==> config.mk <==
export PLATFORM = sky130hd
export DESIGN_NAME = serial_unit
export DESIGN_NICKNAME = d
export VERILOG_FILES = /design/src/hdl/serial_unit_pkg.sv /design/src/hdl/serial_unit.sv
export SDC_FILE = /design/constraint.sdc
export NUM_CORES = 1
export LEC_CHECK = 0
export BUFFER_PORTS_ARGS = -buffer_cell sky130_fd_sc_hd__buf_2
export CORE_ASPECT_RATIO = 0.75
export CORE_MARGIN = 4
export CORE_UTILIZATION = 35
export DETAILED_ROUTE_END_ITERATION = 16
export GPL_ROUTABILITY_DRIVEN = 0
export PLACE_DENSITY = 0.62
export SYNTH_ARGS = -nofsm -noshare
export SYNTH_HDL_FRONTEND = slang
export SYNTH_SLANG_ARGS = --single-unit
==> constraint.sdc <==
create_clock -name core_clk_i -period 1.6 [get_ports core_clk_i]
set_input_delay 0.24 -clock core_clk_i [delete_from_list [all_inputs] [get_ports core_clk_i]]
set_output_delay 0.24 -clock core_clk_i [all_outputs]
set_load 0.05 [all_outputs]
==> src/hdl/serial_unit_pkg.sv <==
// constants, state codes and reset values for the asynchronous serial unit
package serial_unit_pkg;
  // ==========================================================
  // frame geometry
  localparam int          DATA_W        = 8;      // widest character
  localparam logic [2:0]  IDX_LAST_8    = 3'h7;   // last data bit, 8-bit characters
  localparam logic [2:0]  IDX_LAST_7    = 3'h6;   // last data bit, 7-bit characters
  // ==========================================================
  // oversampling: sixteen sample ticks per bit
  localparam int          OVERSAMPLE    = 16;
  localparam logic [3:0]  SUB_LAST      = 4'(OVERSAMPLE - 1); // last tick of a bit
  localparam logic [3:0]  SUB_MID       = 4'(OVERSAMPLE / 2 - 1); // centre of the start bit
  localparam logic [15:0] DIV_RESET     = 16'h0000; // divider count after reset
  // ==========================================================
  // reset values of the flags and data registers, and the line levels
  localparam logic        TX_EMPTY_RST  = 1'b1;
  localparam logic        TX_END_RST    = 1'b1;
  localparam logic        LINE_MARK     = 1'b1;   // idle level of the line
  localparam logic        LINE_SPACE    = 1'b0;   // start bit level
  localparam logic [7:0]  DATA_RST      = 8'h00;
  // ==========================================================
  // receiver states, one-hot
  typedef enum logic [4:0] {
    RX_IDLE  = 5'b00001,
    RX_START = 5'b00010,
    RX_DATA  = 5'b00100,
    RX_EXTRA = 5'b01000,
    RX_STOP  = 5'b10000
  } rx_state_t;
  // transmitter states, one-hot
  typedef enum logic [4:0] {
    TX_IDLE  = 5'b00001,
    TX_START = 5'b00010,
    TX_DATA  = 5'b00100,
    TX_EXTRA = 5'b01000,
    TX_STOP  = 5'b10000
  } tx_state_t;
endpackage

==> src/hdl/serial_unit.sv <==
// asynchronous serial unit: receiver and transmitter with error checks and multiprocessor format
`timescale 1ns/100ps
`default_nettype none
module serial_unit (
  input  wire logic        core_clk_i,            // system clock
  input  wire logic        sys_rst_i,             // synchronous reset, active high
  input  wire logic [15:0] baud_div_i,            // sample tick every baud_div_i+1 clocks
  input  wire logic        seven_bit_i,           // 7-bit characters when high
  input  wire logic        parity_en_i,           // parity bit present
  input  wire logic        parity_odd_i,          // odd parity when high
  input  wire logic        multiproc_i,           // multiprocessor format
  input  wire logic        two_stop_i,            // two stop bits when high
  input  wire logic        rx_enable_i,           // receiver enable
  input  wire logic        tx_enable_i,           // transmitter enable
  input  wire logic        rx_irq_enable_i,       // receive and error request enable
  input  wire logic        tx_empty_irq_enable_i, // transmit-empty request enable
  input  wire logic        tx_end_irq_enable_i,   // transmit-end request enable
  input  wire logic        rx_line_i,             // receive line
  input  wire logic        rx_full_clr_i,         // pulse: clear receive-full
  input  wire logic        err_clr_i,             // pulse: clear all error flags
  input  wire logic        id_wait_set_i,         // pulse: arm id wait
  input  wire logic        tx_write_i,            // pulse: write transmit data
  input  wire logic [7:0]  tx_data_i,             // transmit data to store
  input  wire logic        id_bit_to_send_i,      // id bit for the next frame
  input  wire logic        tx_empty_clr_i,        // pulse: clear transmit-empty
  output logic             tx_line_o,             // transmit line
  output logic [7:0]       rx_data_o,             // receive data register
  output logic             rx_full_flag_o,        // receive data full
  output logic             overrun_flag_o,        // overrun error
  output logic             framing_err_flag_o,    // framing error
  output logic             parity_err_flag_o,     // parity error
  output logic             id_flag_bit_o,         // id bit of the last loaded frame
  output logic             id_wait_enable_o,      // id wait armed
  output logic             tx_empty_flag_o,       // transmit data register empty
  output logic             tx_end_flag_o,         // transmission ended
  output logic             rx_full_irq_o,         // receive-data-full request
  output logic             rx_error_irq_o,        // receive-error request
  output logic             tx_empty_irq_o,        // transmit-empty request
  output logic             tx_end_irq_o           // transmit-end request
);
  import serial_unit_pkg::*;

  // ==========================================================
  // sample tick divider
  logic [15:0] div_cnt_ff;   // divider count
  logic        tick_ff;      // one-cycle sample tick
  wire         div_wrap = (div_cnt_ff == baud_div_i);

  // tick pulses once per wrap of the divider
  always_ff @(posedge core_clk_i) begin
    if (sys_rst_i) begin
      div_cnt_ff <= DIV_RESET;
      tick_ff    <= 1'b0;
    end else begin
      div_cnt_ff <= div_wrap ? DIV_RESET : div_cnt_ff + 16'h0001;
      tick_ff    <= div_wrap;
    end
  end

  // ==========================================================
  // receiver
  rx_state_t   rx_state_ff;       // receiver state
  logic [3:0]  rx_sub_ff;         // sample tick within a bit
  logic [2:0]  rx_idx_ff;         // data bit index
  logic [7:0]  rx_shift_reg_ff;   // receive shift register
  logic        rx_extra_ff;       // parity or id bit received
  logic [7:0]  rx_data_reg_ff;    // receive data register
  logic        rx_full_flag_ff;
  logic        overrun_flag_ff;
  logic        framing_err_flag_ff;
  logic        parity_err_flag_ff;
  logic        id_flag_bit_ff;
  logic        id_wait_enable_ff;

  wire rx_err_any    = overrun_flag_ff | framing_err_flag_ff | parity_err_flag_ff;
  wire rx_bit_end    = tick_ff & (rx_sub_ff == SUB_LAST);
  wire rx_mid_start  = tick_ff & (rx_sub_ff == SUB_MID);
  wire rx_last_data  = (rx_idx_ff == (seven_bit_i ? IDX_LAST_7 : IDX_LAST_8));
  wire has_extra     = parity_en_i | multiproc_i;
  wire frame_done    = (rx_state_ff == RX_STOP) & rx_bit_end;
  // a 7-bit character ends up in bits 7..1 after shifting in from the top
  wire [7:0] rx_char = seven_bit_i ? {1'b0, rx_shift_reg_ff[7:1]} : rx_shift_reg_ff;
  // parity is only judged when a parity bit exists outside mp format
  wire parity_bad    = parity_en_i & ~multiproc_i & (^rx_char ^ rx_extra_ff ^ parity_odd_i);
  wire stop_bad      = ~rx_line_i;
  wire frame_skip    = multiproc_i & id_wait_enable_ff & ~rx_extra_ff;
  wire id_frame      = frame_done & multiproc_i & rx_extra_ff;
  wire do_overrun    = frame_done & ~frame_skip & rx_full_flag_ff;
  wire do_load       = frame_done & ~frame_skip & ~rx_full_flag_ff;
  wire set_full      = do_load & ~stop_bad & ~parity_bad;

  // receive sequencer; only the first stop bit is sampled, a second one is idle time
  always_ff @(posedge core_clk_i) begin
    if (sys_rst_i || !rx_enable_i) begin
      rx_state_ff <= RX_IDLE;
      rx_sub_ff   <= 4'h0;
      rx_idx_ff   <= 3'h0;
    end else begin
      rx_sub_ff <= tick_ff ? rx_sub_ff + 4'h1 : rx_sub_ff;
      case (rx_state_ff)
        // hunt for the falling edge while no error is pending
        RX_IDLE: begin
          rx_sub_ff <= 4'h0;
          if (tick_ff && !rx_line_i && !rx_err_any) begin
            rx_state_ff <= RX_START;
          end
        end
        // confirm the start bit at its centre and realign there
        RX_START: begin
          if (rx_mid_start) begin
            rx_sub_ff   <= 4'h0;
            rx_idx_ff   <= 3'h0;
            rx_state_ff <= rx_line_i ? RX_IDLE : RX_DATA;
          end
        end
        // data bits at bit centres
        RX_DATA: begin
          if (rx_bit_end) begin
            rx_idx_ff <= rx_idx_ff + 3'h1;
            if (rx_last_data) begin
              rx_state_ff <= has_extra ? RX_EXTRA : RX_STOP;
            end
          end
        end
        // parity or id bit
        RX_EXTRA: begin
          if (rx_bit_end) begin
            rx_state_ff <= RX_STOP;
          end
        end
        // first stop bit, then back to hunting
        RX_STOP: begin
          if (rx_bit_end) begin
            rx_state_ff <= RX_IDLE;
          end
        end
        default: rx_state_ff <= RX_IDLE;
      endcase
    end
  end

  // shift register fills from the top so the first bit of an 8-bit character lands in bit 0
  always_ff @(posedge core_clk_i) begin
    if (sys_rst_i) begin
      rx_shift_reg_ff <= DATA_RST;
      rx_extra_ff     <= 1'b0;
    end else if (rx_bit_end && rx_state_ff == RX_DATA) begin
      rx_shift_reg_ff <= {rx_line_i, rx_shift_reg_ff[7:1]};
    end else if (rx_bit_end && rx_state_ff == RX_EXTRA) begin
      rx_extra_ff <= rx_line_i;
    end else if (rx_state_ff == RX_START) begin
      rx_extra_ff <= 1'b0;  // no extra bit reads as zero
    end
  end

  // data register: loaded on clean frames and on framing or parity errors
  always_ff @(posedge core_clk_i) begin
    if (sys_rst_i) begin
      rx_data_reg_ff <= DATA_RST;
      id_flag_bit_ff <= 1'b0;
    end else if (do_load) begin
      rx_data_reg_ff <= rx_char;
      id_flag_bit_ff <= multiproc_i & rx_extra_ff;
    end
  end

  // status flags: a hardware set beats a same-cycle clear
  always_ff @(posedge core_clk_i) begin
    if (sys_rst_i) begin
      rx_full_flag_ff     <= 1'b0;
      overrun_flag_ff     <= 1'b0;
      framing_err_flag_ff <= 1'b0;
      parity_err_flag_ff  <= 1'b0;
      id_wait_enable_ff   <= 1'b0;
    end else begin
      rx_full_flag_ff     <= set_full | (rx_full_flag_ff & ~rx_full_clr_i);
      overrun_flag_ff     <= do_overrun | (overrun_flag_ff & ~err_clr_i);
      framing_err_flag_ff <= (do_load & stop_bad) | (framing_err_flag_ff & ~err_clr_i);
      parity_err_flag_ff  <= (do_load & parity_bad) | (parity_err_flag_ff & ~err_clr_i);
      // an id frame drops the wait and is then received like any frame
      id_wait_enable_ff   <= id_wait_set_i | (id_wait_enable_ff & ~id_frame);
    end
  end

  // ==========================================================
  // transmitter
  tx_state_t   tx_state_ff;       // transmitter state
  logic [3:0]  tx_sub_ff;         // sample tick within a bit
  logic [2:0]  tx_idx_ff;         // data bit index
  logic [7:0]  tx_data_reg_ff;    // transmit data register
  logic [7:0]  tx_shift_reg_ff;   // transmit shift register
  logic        tx_extra_ff;       // parity or id bit to send
  logic        tx_line_ff;        // line driver
  logic        tx_stop2_ff;       // second stop bit in progress
  logic        tx_chain_ff;       // next frame already loaded
  logic        tx_empty_flag_ff;
  logic        tx_end_flag_ff;

  wire tx_bit_end     = tick_ff & (tx_sub_ff == SUB_LAST);
  wire tx_last_data   = (tx_idx_ff == (seven_bit_i ? IDX_LAST_7 : IDX_LAST_8));
  wire tx_load_idle   = (tx_state_ff == TX_IDLE) & tx_enable_i & ~tx_empty_flag_ff;
  wire tx_enter_stop  = tx_bit_end & (((tx_state_ff == TX_DATA) & tx_last_data & ~has_extra)
                                      | (tx_state_ff == TX_EXTRA));
  wire tx_load_chain  = tx_enter_stop & ~tx_empty_flag_ff;
  wire tx_load        = tx_load_idle | tx_load_chain;
  wire [7:0] tx_char  = seven_bit_i ? {1'b0, tx_data_reg_ff[6:0]} : tx_data_reg_ff;
  // mp format sends the id bit in place of parity
  wire tx_extra_nxt   = multiproc_i ? id_bit_to_send_i : (^tx_char ^ parity_odd_i);

  // data register written by the host
  always_ff @(posedge core_clk_i) begin
    if (sys_rst_i) begin
      tx_data_reg_ff <= DATA_RST;
    end else if (tx_write_i) begin
      tx_data_reg_ff <= tx_data_i;
    end
  end

  // shift register load, id bit latched at load time
  always_ff @(posedge core_clk_i) begin
    if (sys_rst_i) begin
      tx_shift_reg_ff <= DATA_RST;
      tx_extra_ff     <= 1'b0;
    end else if (tx_load) begin
      tx_shift_reg_ff <= tx_char;
      tx_extra_ff     <= tx_extra_nxt;
    end else if (tx_bit_end && tx_state_ff == TX_DATA) begin
      tx_shift_reg_ff <= {1'b0, tx_shift_reg_ff[7:1]};
    end
  end

  // transmit sequencer; disabling the transmitter returns it to mark
  always_ff @(posedge core_clk_i) begin
    if (sys_rst_i || !tx_enable_i) begin
      tx_state_ff <= TX_IDLE;
      tx_sub_ff   <= 4'h0;
      tx_idx_ff   <= 3'h0;
      tx_line_ff  <= LINE_MARK;
      tx_stop2_ff <= 1'b0;
      tx_chain_ff <= 1'b0;
    end else begin
      tx_sub_ff <= tick_ff ? tx_sub_ff + 4'h1 : tx_sub_ff;
      case (tx_state_ff)
        // mark level until data is waiting
        TX_IDLE: begin
          tx_sub_ff <= 4'h0;
          if (tx_load_idle) begin
            tx_state_ff <= TX_START;
            tx_line_ff  <= LINE_SPACE;
          end
        end
        // one start bit
        TX_START: begin
          if (tx_bit_end) begin
            tx_state_ff <= TX_DATA;
            tx_idx_ff   <= 3'h0;
            tx_line_ff  <= tx_shift_reg_ff[0];
          end
        end
        // data bits, least significant first
        TX_DATA: begin
          if (tx_bit_end) begin
            tx_idx_ff  <= tx_idx_ff + 3'h1;
            tx_line_ff <= tx_shift_reg_ff[1];
            if (tx_last_data) begin
              tx_state_ff <= has_extra ? TX_EXTRA : TX_STOP;
              tx_line_ff  <= has_extra ? tx_extra_ff : LINE_MARK;
              tx_chain_ff <= tx_load_chain;
              tx_stop2_ff <= 1'b0;
            end
          end
        end
        // parity or id bit
        TX_EXTRA: begin
          if (tx_bit_end) begin
            tx_state_ff <= TX_STOP;
            tx_line_ff  <= LINE_MARK;
            tx_chain_ff <= tx_load_chain;
            tx_stop2_ff <= 1'b0;
          end
        end
        // one or two stop bits, then next frame or mark
        TX_STOP: begin
          if (tx_bit_end) begin
            if (two_stop_i && !tx_stop2_ff) begin
              tx_stop2_ff <= 1'b1;
            end else if (tx_chain_ff) begin
              tx_state_ff <= TX_START;
              tx_line_ff  <= LINE_SPACE;
            end else begin
              tx_state_ff <= TX_IDLE;
            end
          end
        end
        default: tx_state_ff <= TX_IDLE;
      endcase
    end
  end

  // empty set by every load, end set when no data is waiting at the stop bit
  always_ff @(posedge core_clk_i) begin
    if (sys_rst_i) begin
      tx_empty_flag_ff <= TX_EMPTY_RST;
      tx_end_flag_ff   <= TX_END_RST;
    end else begin
      tx_empty_flag_ff <= ~tx_enable_i | tx_load | (tx_empty_flag_ff & ~tx_empty_clr_i);
      tx_end_flag_ff   <= ~tx_enable_i | (tx_enter_stop & tx_empty_flag_ff)
                          | (tx_end_flag_ff & ~tx_load);
    end
  end

  // ==========================================================
  // interrupt requests and output registers
  logic rx_full_irq_ff;
  logic rx_error_irq_ff;
  logic tx_empty_irq_ff;
  logic tx_end_irq_ff;

  // requests follow their flag and enable one cycle later
  always_ff @(posedge core_clk_i) begin
    if (sys_rst_i) begin
      rx_full_irq_ff  <= 1'b0;
      rx_error_irq_ff <= 1'b0;
      tx_empty_irq_ff <= 1'b0;
      tx_end_irq_ff   <= 1'b0;
    end else begin
      rx_full_irq_ff  <= rx_full_flag_ff & rx_irq_enable_i;
      rx_error_irq_ff <= rx_err_any & rx_irq_enable_i;
      tx_empty_irq_ff <= tx_empty_flag_ff & tx_empty_irq_enable_i;
      tx_end_irq_ff   <= tx_end_flag_ff & tx_end_irq_enable_i;
    end
  end

  assign tx_line_o          = tx_line_ff;
  assign rx_data_o          = rx_data_reg_ff;
  assign rx_full_flag_o     = rx_full_flag_ff;
  assign overrun_flag_o     = overrun_flag_ff;
  assign framing_err_flag_o = framing_err_flag_ff;
  assign parity_err_flag_o  = parity_err_flag_ff;
  assign id_flag_bit_o      = id_flag_bit_ff;
  assign id_wait_enable_o   = id_wait_enable_ff;
  assign tx_empty_flag_o    = tx_empty_flag_ff;
  assign tx_end_flag_o      = tx_end_flag_ff;
  assign rx_full_irq_o      = rx_full_irq_ff;
  assign rx_error_irq_o     = rx_error_irq_ff;
  assign tx_empty_irq_o     = tx_empty_irq_ff;
  assign tx_end_irq_o       = tx_end_irq_ff;

  // ==========================================================
  // assertions
  AST_RX_HOLD_ON_ERR: assert property (@(posedge core_clk_i) disable iff (sys_rst_i)
    (rx_state_ff == RX_IDLE) && rx_err_any |=> (rx_state_ff == RX_IDLE))
    else $error("receiver left idle with an error pending");
  AST_RX_OVERRUN_KEEP: assert property (@(posedge core_clk_i) disable iff (sys_rst_i)
    do_overrun |=> $stable(rx_data_reg_ff) && overrun_flag_ff)
    else $error("overrun changed the data register");
  AST_RX_FRAMING: assert property (@(posedge core_clk_i) disable iff (sys_rst_i)
    do_load && stop_bad |=> framing_err_flag_ff && !$rose(rx_full_flag_ff)
      && (rx_data_reg_ff == $past(rx_char)))
    else $error("framing error not flagged or data not loaded");
  AST_RX_PARITY: assert property (@(posedge core_clk_i) disable iff (sys_rst_i)
    do_load && parity_bad |=> parity_err_flag_ff && !$rose(rx_full_flag_ff))
    else $error("parity error not flagged");
  AST_RX_SKIP: assert property (@(posedge core_clk_i) disable iff (sys_rst_i)
    frame_done && frame_skip |=> !$rose(rx_full_flag_ff) && $stable(rx_data_reg_ff))
    else $error("data frame accepted during id wait");
  AST_RX_ID_CLEARS_WAIT: assert property (@(posedge core_clk_i) disable iff (sys_rst_i)
    id_frame && !id_wait_set_i |=> !id_wait_enable_ff)
    else $error("id frame did not drop id wait");
  AST_RX_FULL_IRQ: assert property (@(posedge core_clk_i) disable iff (sys_rst_i)
    $rose(rx_full_flag_ff) && rx_irq_enable_i |=> rx_full_irq_o)
    else $error("receive request missing");
  AST_RX_ERR_IRQ: assert property (@(posedge core_clk_i) disable iff (sys_rst_i)
    rx_err_any && rx_irq_enable_i |=> rx_error_irq_o)
    else $error("error request missing");
  AST_TX_LOAD: assert property (@(posedge core_clk_i) disable iff (sys_rst_i)
    tx_load_idle |=> tx_empty_flag_ff && (tx_state_ff == TX_START) && !tx_line_o)
    else $error("transmit load did not start a frame");
  AST_TX_END: assert property (@(posedge core_clk_i) disable iff (sys_rst_i)
    tx_enter_stop && tx_empty_flag_ff |=> tx_end_flag_ff && tx_line_o)
    else $error("transmit end not set at stop bit");
  AST_TX_STOP_MARK: assert property (@(posedge core_clk_i) disable iff (sys_rst_i)
    (tx_state_ff == TX_STOP) || (tx_state_ff == TX_IDLE) |-> tx_line_o)
    else $error("line not at mark during stop or idle");
endmodule // serial_unit
`default_nettype wire

=== Word-level counts from Yosys, hierarchy flattened ===
Cells that the tools add are included.

* Add/subtract/negate cells: 5
* Multipliers: 0
* Div/mod/pow operators: 0
* $lt $le $gt $ge: 0
* Equal/unequal tests: 31
* Shifts and indexed selects: 0
* Muxes and demuxes: 55
* Bitwise logic cells: 68
* Reductions and logical operators: 32

{| class="wikitable"
|+ Operators with widths
! operator !! number
|-
| two-way mux 5 bit || 14
|-
| one-hot mux 5 bit (5 select lines) || 2
|-
| AND 1 bit || 36
|-
| two-way mux 8 bit || 4
|-
| inequality test 2 bit (second input constant) || 15
|-
| two-way mux 1 bit || 21
|-
| adder 16 x 1 -> 16 bit (second input constant) || 1
|-
| equality test 16 bit || 1
|-
| parity 8 bit || 2
|-
| two-way mux 3 bit || 5
|-
| inverter 1 bit || 15
|-
| OR 1 bit || 14
|-
| one-hot mux 3 bit (2 select lines) || 2
|-
| AND reduction 6 bit || 2
|-
| equality test 5 x 1 -> 1 bit (second input constant) || 2
|-
| equality test 5 x 2 -> 1 bit (second input constant) || 2
|-
| equality test 5 x 3 -> 1 bit (second input constant) || 2
|-
| equality test 5 x 4 -> 1 bit (second input constant) || 2
|-
| equality test 5 bit (second input constant) || 2
|-
| nonzero test 2 bit || 5
|-
| adder 4 x 1 -> 4 bit (second input constant) || 2
|-
| equality test 4 bit (second input constant) || 2
|-
| two-way mux 4 bit || 2
|-
| one-hot mux 4 bit (2 select lines) || 1
|-
| other kinds (19) || 35
|}

* Register bits after elaboration: 90
* Latch bits: 0
* Bits in writable memories: 0
* Bits in read-only memories: 0
* Bits of input ports: 43
* Output and inout port bits: 21
* Word-level logic and storage cells: 220
* Memories kept: 0

=== Logic depth before layout (Yosys ltp) ===
Gate-level depths: netlist (run 1).

* Depth in word-level cells: 11
* Gate-level depth with buffers: 8
* Depth with buffers taken out: 6

=== Worst setup path after synthesis (run 1) ===
No wires, ideal clock.

* Kind: register to register
* From: reg framing_err_flag_ff (netlist: framing_err_flag_o)
* To: reg rx_state_ff[3]
* Setup time: 70 ps
* Arrival: 1899 ps
* Required time: 1530 ps
* Setup slack: -369 ps
* Cell stages (with the launch flop): 6
* Path buffers: 0
* Path through: dfxtp_1 -> or3_4 -> o2111ai_4 -> o211ai_4 -> or4_1 -> a21oi_1

* Cells in the longest elaborated chain, start to end: 6

{| class="wikitable"
|+ RTL lines
! item !! line !! source
|-
| start, declared || serial_unit.sv:70 || <nowiki>logic framing_err_flag_ff;</nowiki>
|-
| start signal, assigned || serial_unit.sv:178 || <nowiki>framing_err_flag_ff <= (do_load & stop_bad) | (framing_err_flag_ff & ~err_clr_i);</nowiki>
|-
| OR 1 bit (2 in a row) || serial_unit.sv:75 || <nowiki>wire rx_err_any = overrun_flag_ff | framing_err_flag_ff | parity_err_flag_ff;</nowiki>
|-
| logical NOT 1 bit || serial_unit.sv:104 || <nowiki>if (tick_ff && !rx_line_i && !rx_err_any) begin</nowiki>
|-
| logical AND 1 bit || serial_unit.sv:104 ||
|-
| inequality test 2 bit (no line) || n/a ||
|-
| AND reduction 6 bit (no line) || n/a ||
|-
| end signal, assigned || serial_unit.sv:113 || <nowiki>rx_state_ff <= rx_line_i ? RX_IDLE : RX_DATA;</nowiki>
|-
| end signal, assigned || serial_unit.sv:121 || <nowiki>rx_state_ff <= has_extra ? RX_EXTRA : RX_STOP;</nowiki>
|-
| end, declared || serial_unit.sv:62 || <nowiki>rx_state_t rx_state_ff;</nowiki>
|}

Every way passes these cells.
A chain may end at the register's enable or synchronous reset.

=== Worst setup path in the final report (run 1) ===
* From: reg overrun_flag_ff (netlist: overrun_flag_o)
* To: reg rx_state_ff[4]

* Cells in the longest elaborated chain, start to end: 6

{| class="wikitable"
|+ RTL lines
! item !! line !! source
|-
| start, declared || serial_unit.sv:69 || <nowiki>logic overrun_flag_ff;</nowiki>
|-
| start signal, assigned || serial_unit.sv:177 || <nowiki>overrun_flag_ff <= do_overrun | (overrun_flag_ff & ~err_clr_i);</nowiki>
|-
| OR 1 bit (2 in a row) || serial_unit.sv:75 ||
|-
| logical NOT 1 bit || serial_unit.sv:104 ||
|-
| logical AND 1 bit || serial_unit.sv:104 ||
|-
| inequality test 2 bit (no line) || n/a ||
|-
| AND reduction 6 bit (no line) || n/a ||
|}

Every way passes these cells.

==> qor.txt, run 1 <==
Post-Synthesis Cells: 519
Pleak: 2.86 nW
Critical Path AT: 2.10 ns
Yosys warning total: 0
Clock root buffer: clkbuf_16
Final WL: 13,000 um
RSZ-0062 raised after global routing: yes
TritonCTS Buffers: 9
CP Cell Sequence: or3_4, o2111ai_4, o211ai_4, or4_4, a21oi_2
Kind of critical path: register to register
Post-route ant nets: 0
Routed len/inst: 14.9 um
Synth Flop Type: dfxtp_1
Layout cells sized above 1: 44.2%
CP Max Fanout: 6
Antenna violations before repair: 0
Slew HR: 70.3%
Area post-placement: 0.00589 mm^2
Vias per cell: 5.11
Synth cell count leaders: 90 x dfxtp_1, 71 x nor2_1, 36 x a21oi_1, 35 x nand2_1, 28 x xor2_1
Drc violations: 0
Vias in the first global route: 4,374
Die Ht: 108 um
Top cell type's share of synthesized area: 39.0%
Sequential share of power: 46.9%
CP max stage delay: 0.53 ns
Final min period: 1.82 ns
Top-count cell post-synth: dfxtp_1
Clock Skew: 0.00780 ns
CP Data Required Time: 1.87 ns
Core area: 0.0130 mm^2
Power after layout: 4.89 mW
Clock-pin transition on the worst setup and hold timing paths: 0.07 ns
Fin crit share: 114%
Gr ovfl total: 0
Combinational fraction of design power: 9.4%
Async SR Flop Fraction: 0%
Std cell rows: 36
First-pass iteration count of the detailed router: 5
CP bufs+invs: 0
Netlist cell types: 75
Setup crit start kind: register
Sw power: 1.20 mW
Chip Width: 141 um
Placed wire-length estimate: 9450 um
Clk sink count: 90
Fmax: 548 MHz
Failing checks: negative setup slack
Clk_lat worst skew: 0.34 ns
Post-Syn Nets: 567
Post-placement setup slack: -0.251 ns
Worst setup margin: -0.225 ns
Max-slew violations: 0
GRT Overall Usage: 16.6%
Max-Cap Viols: 0
Routed via count: 4,444
Port Buffer Count: 63
Largest net degree at the start of global routing: 35
Internal Pwr Total: 3.69 mW
Clock Power Share: 43.7%
Cell taking the most area after synthesis: dfxtp_1
Peak supply drop: 0.482 mV
Outcome: complete, but fails checks
Hold WC Path Type: primary input to register
CP top delay family: simple AND/OR/NAND/NOR gates
Ant. Diodes: 0
Power Density: 717 mW/mm^2
Multi-input gate area: 0.00301 mm^2
Initial core utilization: 35.6%
Final core utilization: 52.6%
Seq cells post-synth: 90
Longest Clk Path Bufs: 2
First-pass GRT wire length: 20,600 um
Switching Share: 24.5%
Crit. End Element: register
Mean Syn Cell Area: 8.91 um^2
Sequential fraction of the synthesis area: 39.0%
Die area: 0.0151 mm^2
Mapped cell area: 0.00462 mm^2
Final setup viols: 32
Boundary pin count: 64
Number of flops mapped to enable cells by yosys: 0
Fin nets: 742
Top cells by area, synth: dfxtp_1 39%, nor2_1 5.8%, xor2_1 5.3%
Area Growth Syn to Fin: 47.6%
Worst path slowest cell: or4_4
Final hold violations: 0
Post-route cell area: 0.00683 mm^2
Iter 0 DRT Violations: 218
Number of fillers in the final layout: 1,168
CTS tree: built
CTS H-tree depth: 3
Worst-Margin Slew: 0.442 ns
Hold_buf cts: 0
Sequential cell area: 0.00185 mm^2
-- layout by cell type (no fill, tap or decap), types with 10 or more instances in the layout --
cell       instances
dfxtp_1           68
o21ai_0           10
buf_4             98
buf_6             24
dfxtp_2           15
nor3_1            11
nand2_1           35
a21oi_1           31
nand3_1           12
xnor2_1           24
xor2_1            28
buf_2             64
clkbuf_16         11
nand4_1           12
mux2i_1           20
nor2_1            66
-- path summary, 6_finish.rpt --
kind | start | end | slack (ns) | cells after the start
worst max register to register | overrun_flag_o$_SDFF_PP0_ | rx_state_ff[4]$_SDFFE_PP0P_ | -0.22 | 5
worst min-delay path | rx_full_clr_i | rx_full_flag_o$_SDFF_PP0_ | 0.09 | 2
worst max-delay path | overrun_flag_o$_SDFF_PP0_ | rx_state_ff[4]$_SDFFE_PP0P_ | -0.22 | 5
worst min register to register | div_cnt_ff[0]$_SDFF_PP0_ | div_cnt_ff[0]$_SDFF_PP0_ | 0.45 | 1
-- repair_timing --
item	CTS	global route
endpoints found under the hold margin	0	0
pin swaps	29	43
setup endpoints to repair	48	64
resized for setup	35	65
gates cloned	0	1
setup buffers	15	15
-- stage by stage --
stage / cells / setup TNS [ns] / hold slack, ns
5_1_grt: 870 / -5.87 / 0.0936
2_1_floorplan: 519 / -1.75 / 0.344
6_report: 870 / -2.23 / 0.0947
3_5_place_dp: 824 / -4.40 / 0.448
3_3_place_gp: 824 / -2.96 / 0.438
4_1_cts: 855 / -1.17 / 0.0830
-- cell families (layout without fill, tap and decap cells) --
kind of cell	count (synthesis)	count (layout)	share of synthesized area [%]
XOR/XNOR	55	55	11.2
AND/OR/NAND/NOR	217	217	24.5
buffers and inverters	35	215	4.09
adder cells (fa/ha/maj)	5	5	1.35
multiplexers	27	27	6.04
AO/OA/AOI/OAI	90	90	13.9
flip-flops	90	90	39.0
-- per-layer routing --
| layer | share of wire, % | track usage (%) |
|---|---|---|
| met5 | 0 | 0 |
| met4 | 2.1 | 5.05 |
| met3 | 3.9 | 4.04 |
| met2 | 48 | 27.5 |
| met1 | 46 | 21.5 |
-- sequential cells by signal, summed over array words and instances, names as in the netlist, 3 cells and up --
| name | cells |
|---|---|
| div_cnt_ff | 16 |
| rx_data_o | 8 |
| rx_shift_reg_ff | 8 |
| tx_data_reg_ff | 8 |
| tx_shift_reg_ff | 8 |
| rx_state_ff | 5 |
| tx_state_ff | 5 |
| rx_sub_ff | 4 |
| tx_sub_ff | 4 |
| rx_idx_ff | 3 |
| tx_idx_ff | 3 |
-- power by group through the flow --
stage | logic, mW | registers, mW | clock network, mW
floorplan | 0.226 | 2.36 | 0
global placement | 0.404 | 2.35 | 0
detailed placement | 0.412 | 2.35 | 0
CTS | 0.426 | 2.29 | 2.20
global route | 0.502 | 2.30 | 2.28
finish | 0.461 | 2.29 | 2.14
-- layout make-up --
class	instances	share of cell area, %
clock buffer	11	3.87
clock inverter	5	0.623
inverter	9	0.495
multi-input combinational	394	44.1
sequential	90	27.1
tap	171	3.13
timing repair buffer	190	20.7
No activity file was read; power rests on OpenSTA's default activity.
==> run 2: changes to the inputs <==
--- a/config.mk
+++ b/config.mk
@@ -11,6 +11,7 @@
 export CORE_UTILIZATION = 35
 export DETAILED_ROUTE_END_ITERATION = 16
 export GPL_ROUTABILITY_DRIVEN = 0
+export HOLD_SLACK_MARGIN = 0.15
 export PLACE_DENSITY = 0.62
 export SYNTH_ARGS = -nofsm -noshare
 export SYNTH_HDL_FRONTEND = slang
==> constraint.sdc (replaced) <==
create_clock -name core_clk_i -period 1.5 [get_ports core_clk_i]
set_input_delay 0.225 -clock core_clk_i [delete_from_list [all_inputs] [get_ports core_clk_i]]
set_output_delay 0.225 -clock core_clk_i [all_outputs]
set_load 0.05 [all_outputs]
==> run 2 against run 1 <==
  * Routed wire length up 9.9%
  * Design area up 9.4%
  * Die area unchanged
  * Worst setup slack worse by 0.13 ns
  * Non-clock buffer count up 32
  * The flow still finishes with violations (negative setup slack)
  * Largest power group unchanged
  * Critical path depth up 1
  * Sequential cell count unchanged
  * Total power up 7.2%
  * Clock-buffer cell count down 2
  * Cell count up 3.8%
  * Register-to-register slack worse by 0.13 ns
==> qor.txt, run 2 (synthesized netlist as in run 1, its figures left out) <==
CP max stage delay: 0.40 ns
Reg2reg start: overrun_flag_o$_SDFF_PP0_
Power Density: 703 mW/mm^2
GRT Overall Usage: 18.2%
RSZ-0062 raised after global routing: yes
Worst path slowest cell: or3_4
CP Cell Sequence: or3_4, o2111ai_4, o211ai_4, buf_4, or3_1, a21oi_1
Final WL: 14,200 um
Worst-Margin Slew: 0.484 ns
Setup_tns: -9.74 ns
Failing checks: negative setup slack
CP Max Fanout: 7
Largest net degree at the start of global routing: 36
Final min period: 1.85 ns
Placed wire-length estimate: 9580 um
Post-route cell area: 0.00746 mm^2
Die area: 0.0151 mm^2
CP Depth: 6
Vias in the first global route: 4,563
Drc violations: 0
Chip Width: 141 um
WHS: 0.216 ns
Kind of critical path: register to register
Hold path start: err_clr_i
Routed len/inst: 15.8 um
Setup crit start kind: register
First-pass iteration count of the detailed router: 4
Final setup viols: 49
Max reg flops: 16
Clk_lat worst skew: 0.35 ns
Outcome: complete, but fails checks
Worst reg2reg path endpoint: rx_state_ff[1]$_SDFFE_PP0P_
Most frequent cells in the layout: 113 x buf_4, 63 x buf_2, 58 x dfxtp_1
Hold WC Path Type: primary input to register
Critical Path AT: 2.12 ns
Iter 0 DRT Violations: 263
Reg2reg path depth: 6
Clock Skew: 0.00881 ns
Clock root buffer: clkbuf_16
Hold Crit Depth: 3
Max-Cap Viols: 0
CTS tree: built
Longest Clk Path Bufs: 2
Core area: 0.0130 mm^2
Post-placement setup slack: -0.373 ns
Antenna violations before repair: 0
Pleak: 3.09 nW
Post-route ant nets: 0
Gr ovfl total: 0
TritonCTS Buffers: 9
Ant. Diodes: 0
Worst setup margin: -0.351 ns
CP top delay family: simple AND/OR/NAND/NOR gates
Initial core utilization: 35.6%
CP Data Required Time: 1.77 ns
Slew HR: 67.7%
Boundary pin count: 64
Peak supply drop: 0.536 mV
Fin nets: 775
CP bufs+invs: 1
Layout cells sized above 1: 54.6%
Area post-placement: 0.00600 mm^2
First-pass GRT wire length: 22,500 um
Final hold violations: 0
Vias per cell: 5.12
Fmax: 540 MHz
Reg2reg setup slack: -0.35 ns
Area Growth Syn to Fin: 61.5%
Die Ht: 108 um
Most common cell after layout, fill and taps aside: buf_4
Crit. End Element: register
Clk sink count: 90
Min-Delay Endpoint: parity_err_flag_o$_SDFF_PP0_
Std cell rows: 36
Port Buffer Count: 63
Clock-pin transition on the worst setup and hold timing paths: 0.07 ns
Fin crit share: 123%
CTS H-tree depth: 3
Largest register by flop count: div_cnt_ff
Routed via count: 4,624
Max-slew violations: 0
## run 2: changes by cell type in the layout (fill, tap and decap cells not counted), moves of 10 or more
cell and delta:
nand2_1 -10, nor2_1 -24, dlygate4sd3_1 +15, nor2_2 +16, dfxtp_2 +12, dfxtp_1 -10, buf_4 +15
## run 2: power breakdown
| part | leakage [nW] | internal [mW] | switching, mW |
|---|---|---|---|
| clock | 0.138 | 1.17 | 1.08 |
| sequential | 0.744 | 2.41 | 0.0349 |
| combinational | 2.21 | 0.262 | 0.286 |
| total | 3.09 | 3.84 | 1.40 |
## run 2: cell type report
| class | instances | area, um^2 |
|---|---|---|
| sequential | 90 | 1850 |
| multi-input combinational | 395 | 3370 |
| fill | 1085 | 5510 |
| inverter | 9 | 33.8 |
| tap | 171 | 214 |
| clock inverter | 7 | 68.8 |
| clock buffer | 9 | 225 |
| timing repair buffer | 222 | 1700 |
## run 2: how the worst max path moves through the flow
stage	slack, ns	startpoint	endpoint
CTS	-0.32	overrun_flag_o$_SDFF_PP0_	rx_state_ff[4]$_SDFFE_PP0P_
detailed placement	-0.37	tx_state_ff[1]$_SDFFE_PP0P_	tx_state_ff[1]$_SDFFE_PP0P_
global placement	-0.30	tx_state_ff[3]$_SDFFE_PP0P_	tx_shift_reg_ff[7]$_SDFFE_PP0P_
finish	-0.35	overrun_flag_o$_SDFF_PP0_	rx_state_ff[1]$_SDFFE_PP0P_
global route	-0.41	overrun_flag_o$_SDFF_PP0_	rx_state_ff[1]$_SDFFE_PP0P_
floorplan	-0.31	overrun_flag_o$_SDFF_PP0_	rx_state_ff[3]$_SDFFE_PP0P_
## run 2: layer usage
metal,part of all wire [%],track usage [%],up-vias
met3,4.4,4.57,16
met5,0,0,-
met2,48,29.5,98
met4,1.4,5.19,0
met1,46,24.1,2244
li1,-,-,2266
## run 2: per-stage QoR
stage / power, mW / util, % / cells
2_1_floorplan: 2.77 / - / 519
3_3_place_gp: 2.94 / 46.3 / 838
3_5_place_dp: 2.96 / 46.3 / 838
4_1_cts: 5.28 / 54.3 / 894
5_1_grt: 5.44 / 57.5 / 903
6_report: 5.25 / 57.5 / 903
## run 2: tightest hold or removal path: cells and delay by family
family	cells	cell delay [ns]
AND/OR/NAND/NOR	1	0.05
buffers and inverters	1	0.11
AO/OA/AOI/OAI	1	0.14
## run 2: timing repair
item | in CTS | in global routing
gates resized for setup | 94 | 106
endpoints found under the setup margin | 71 | 72
pin swaps | 44 | 79
buffers inserted | 23 | 13
gates cloned | 2 | 1
hold endpoints to repair | 15 | 0
hold buffers | 15 | 0
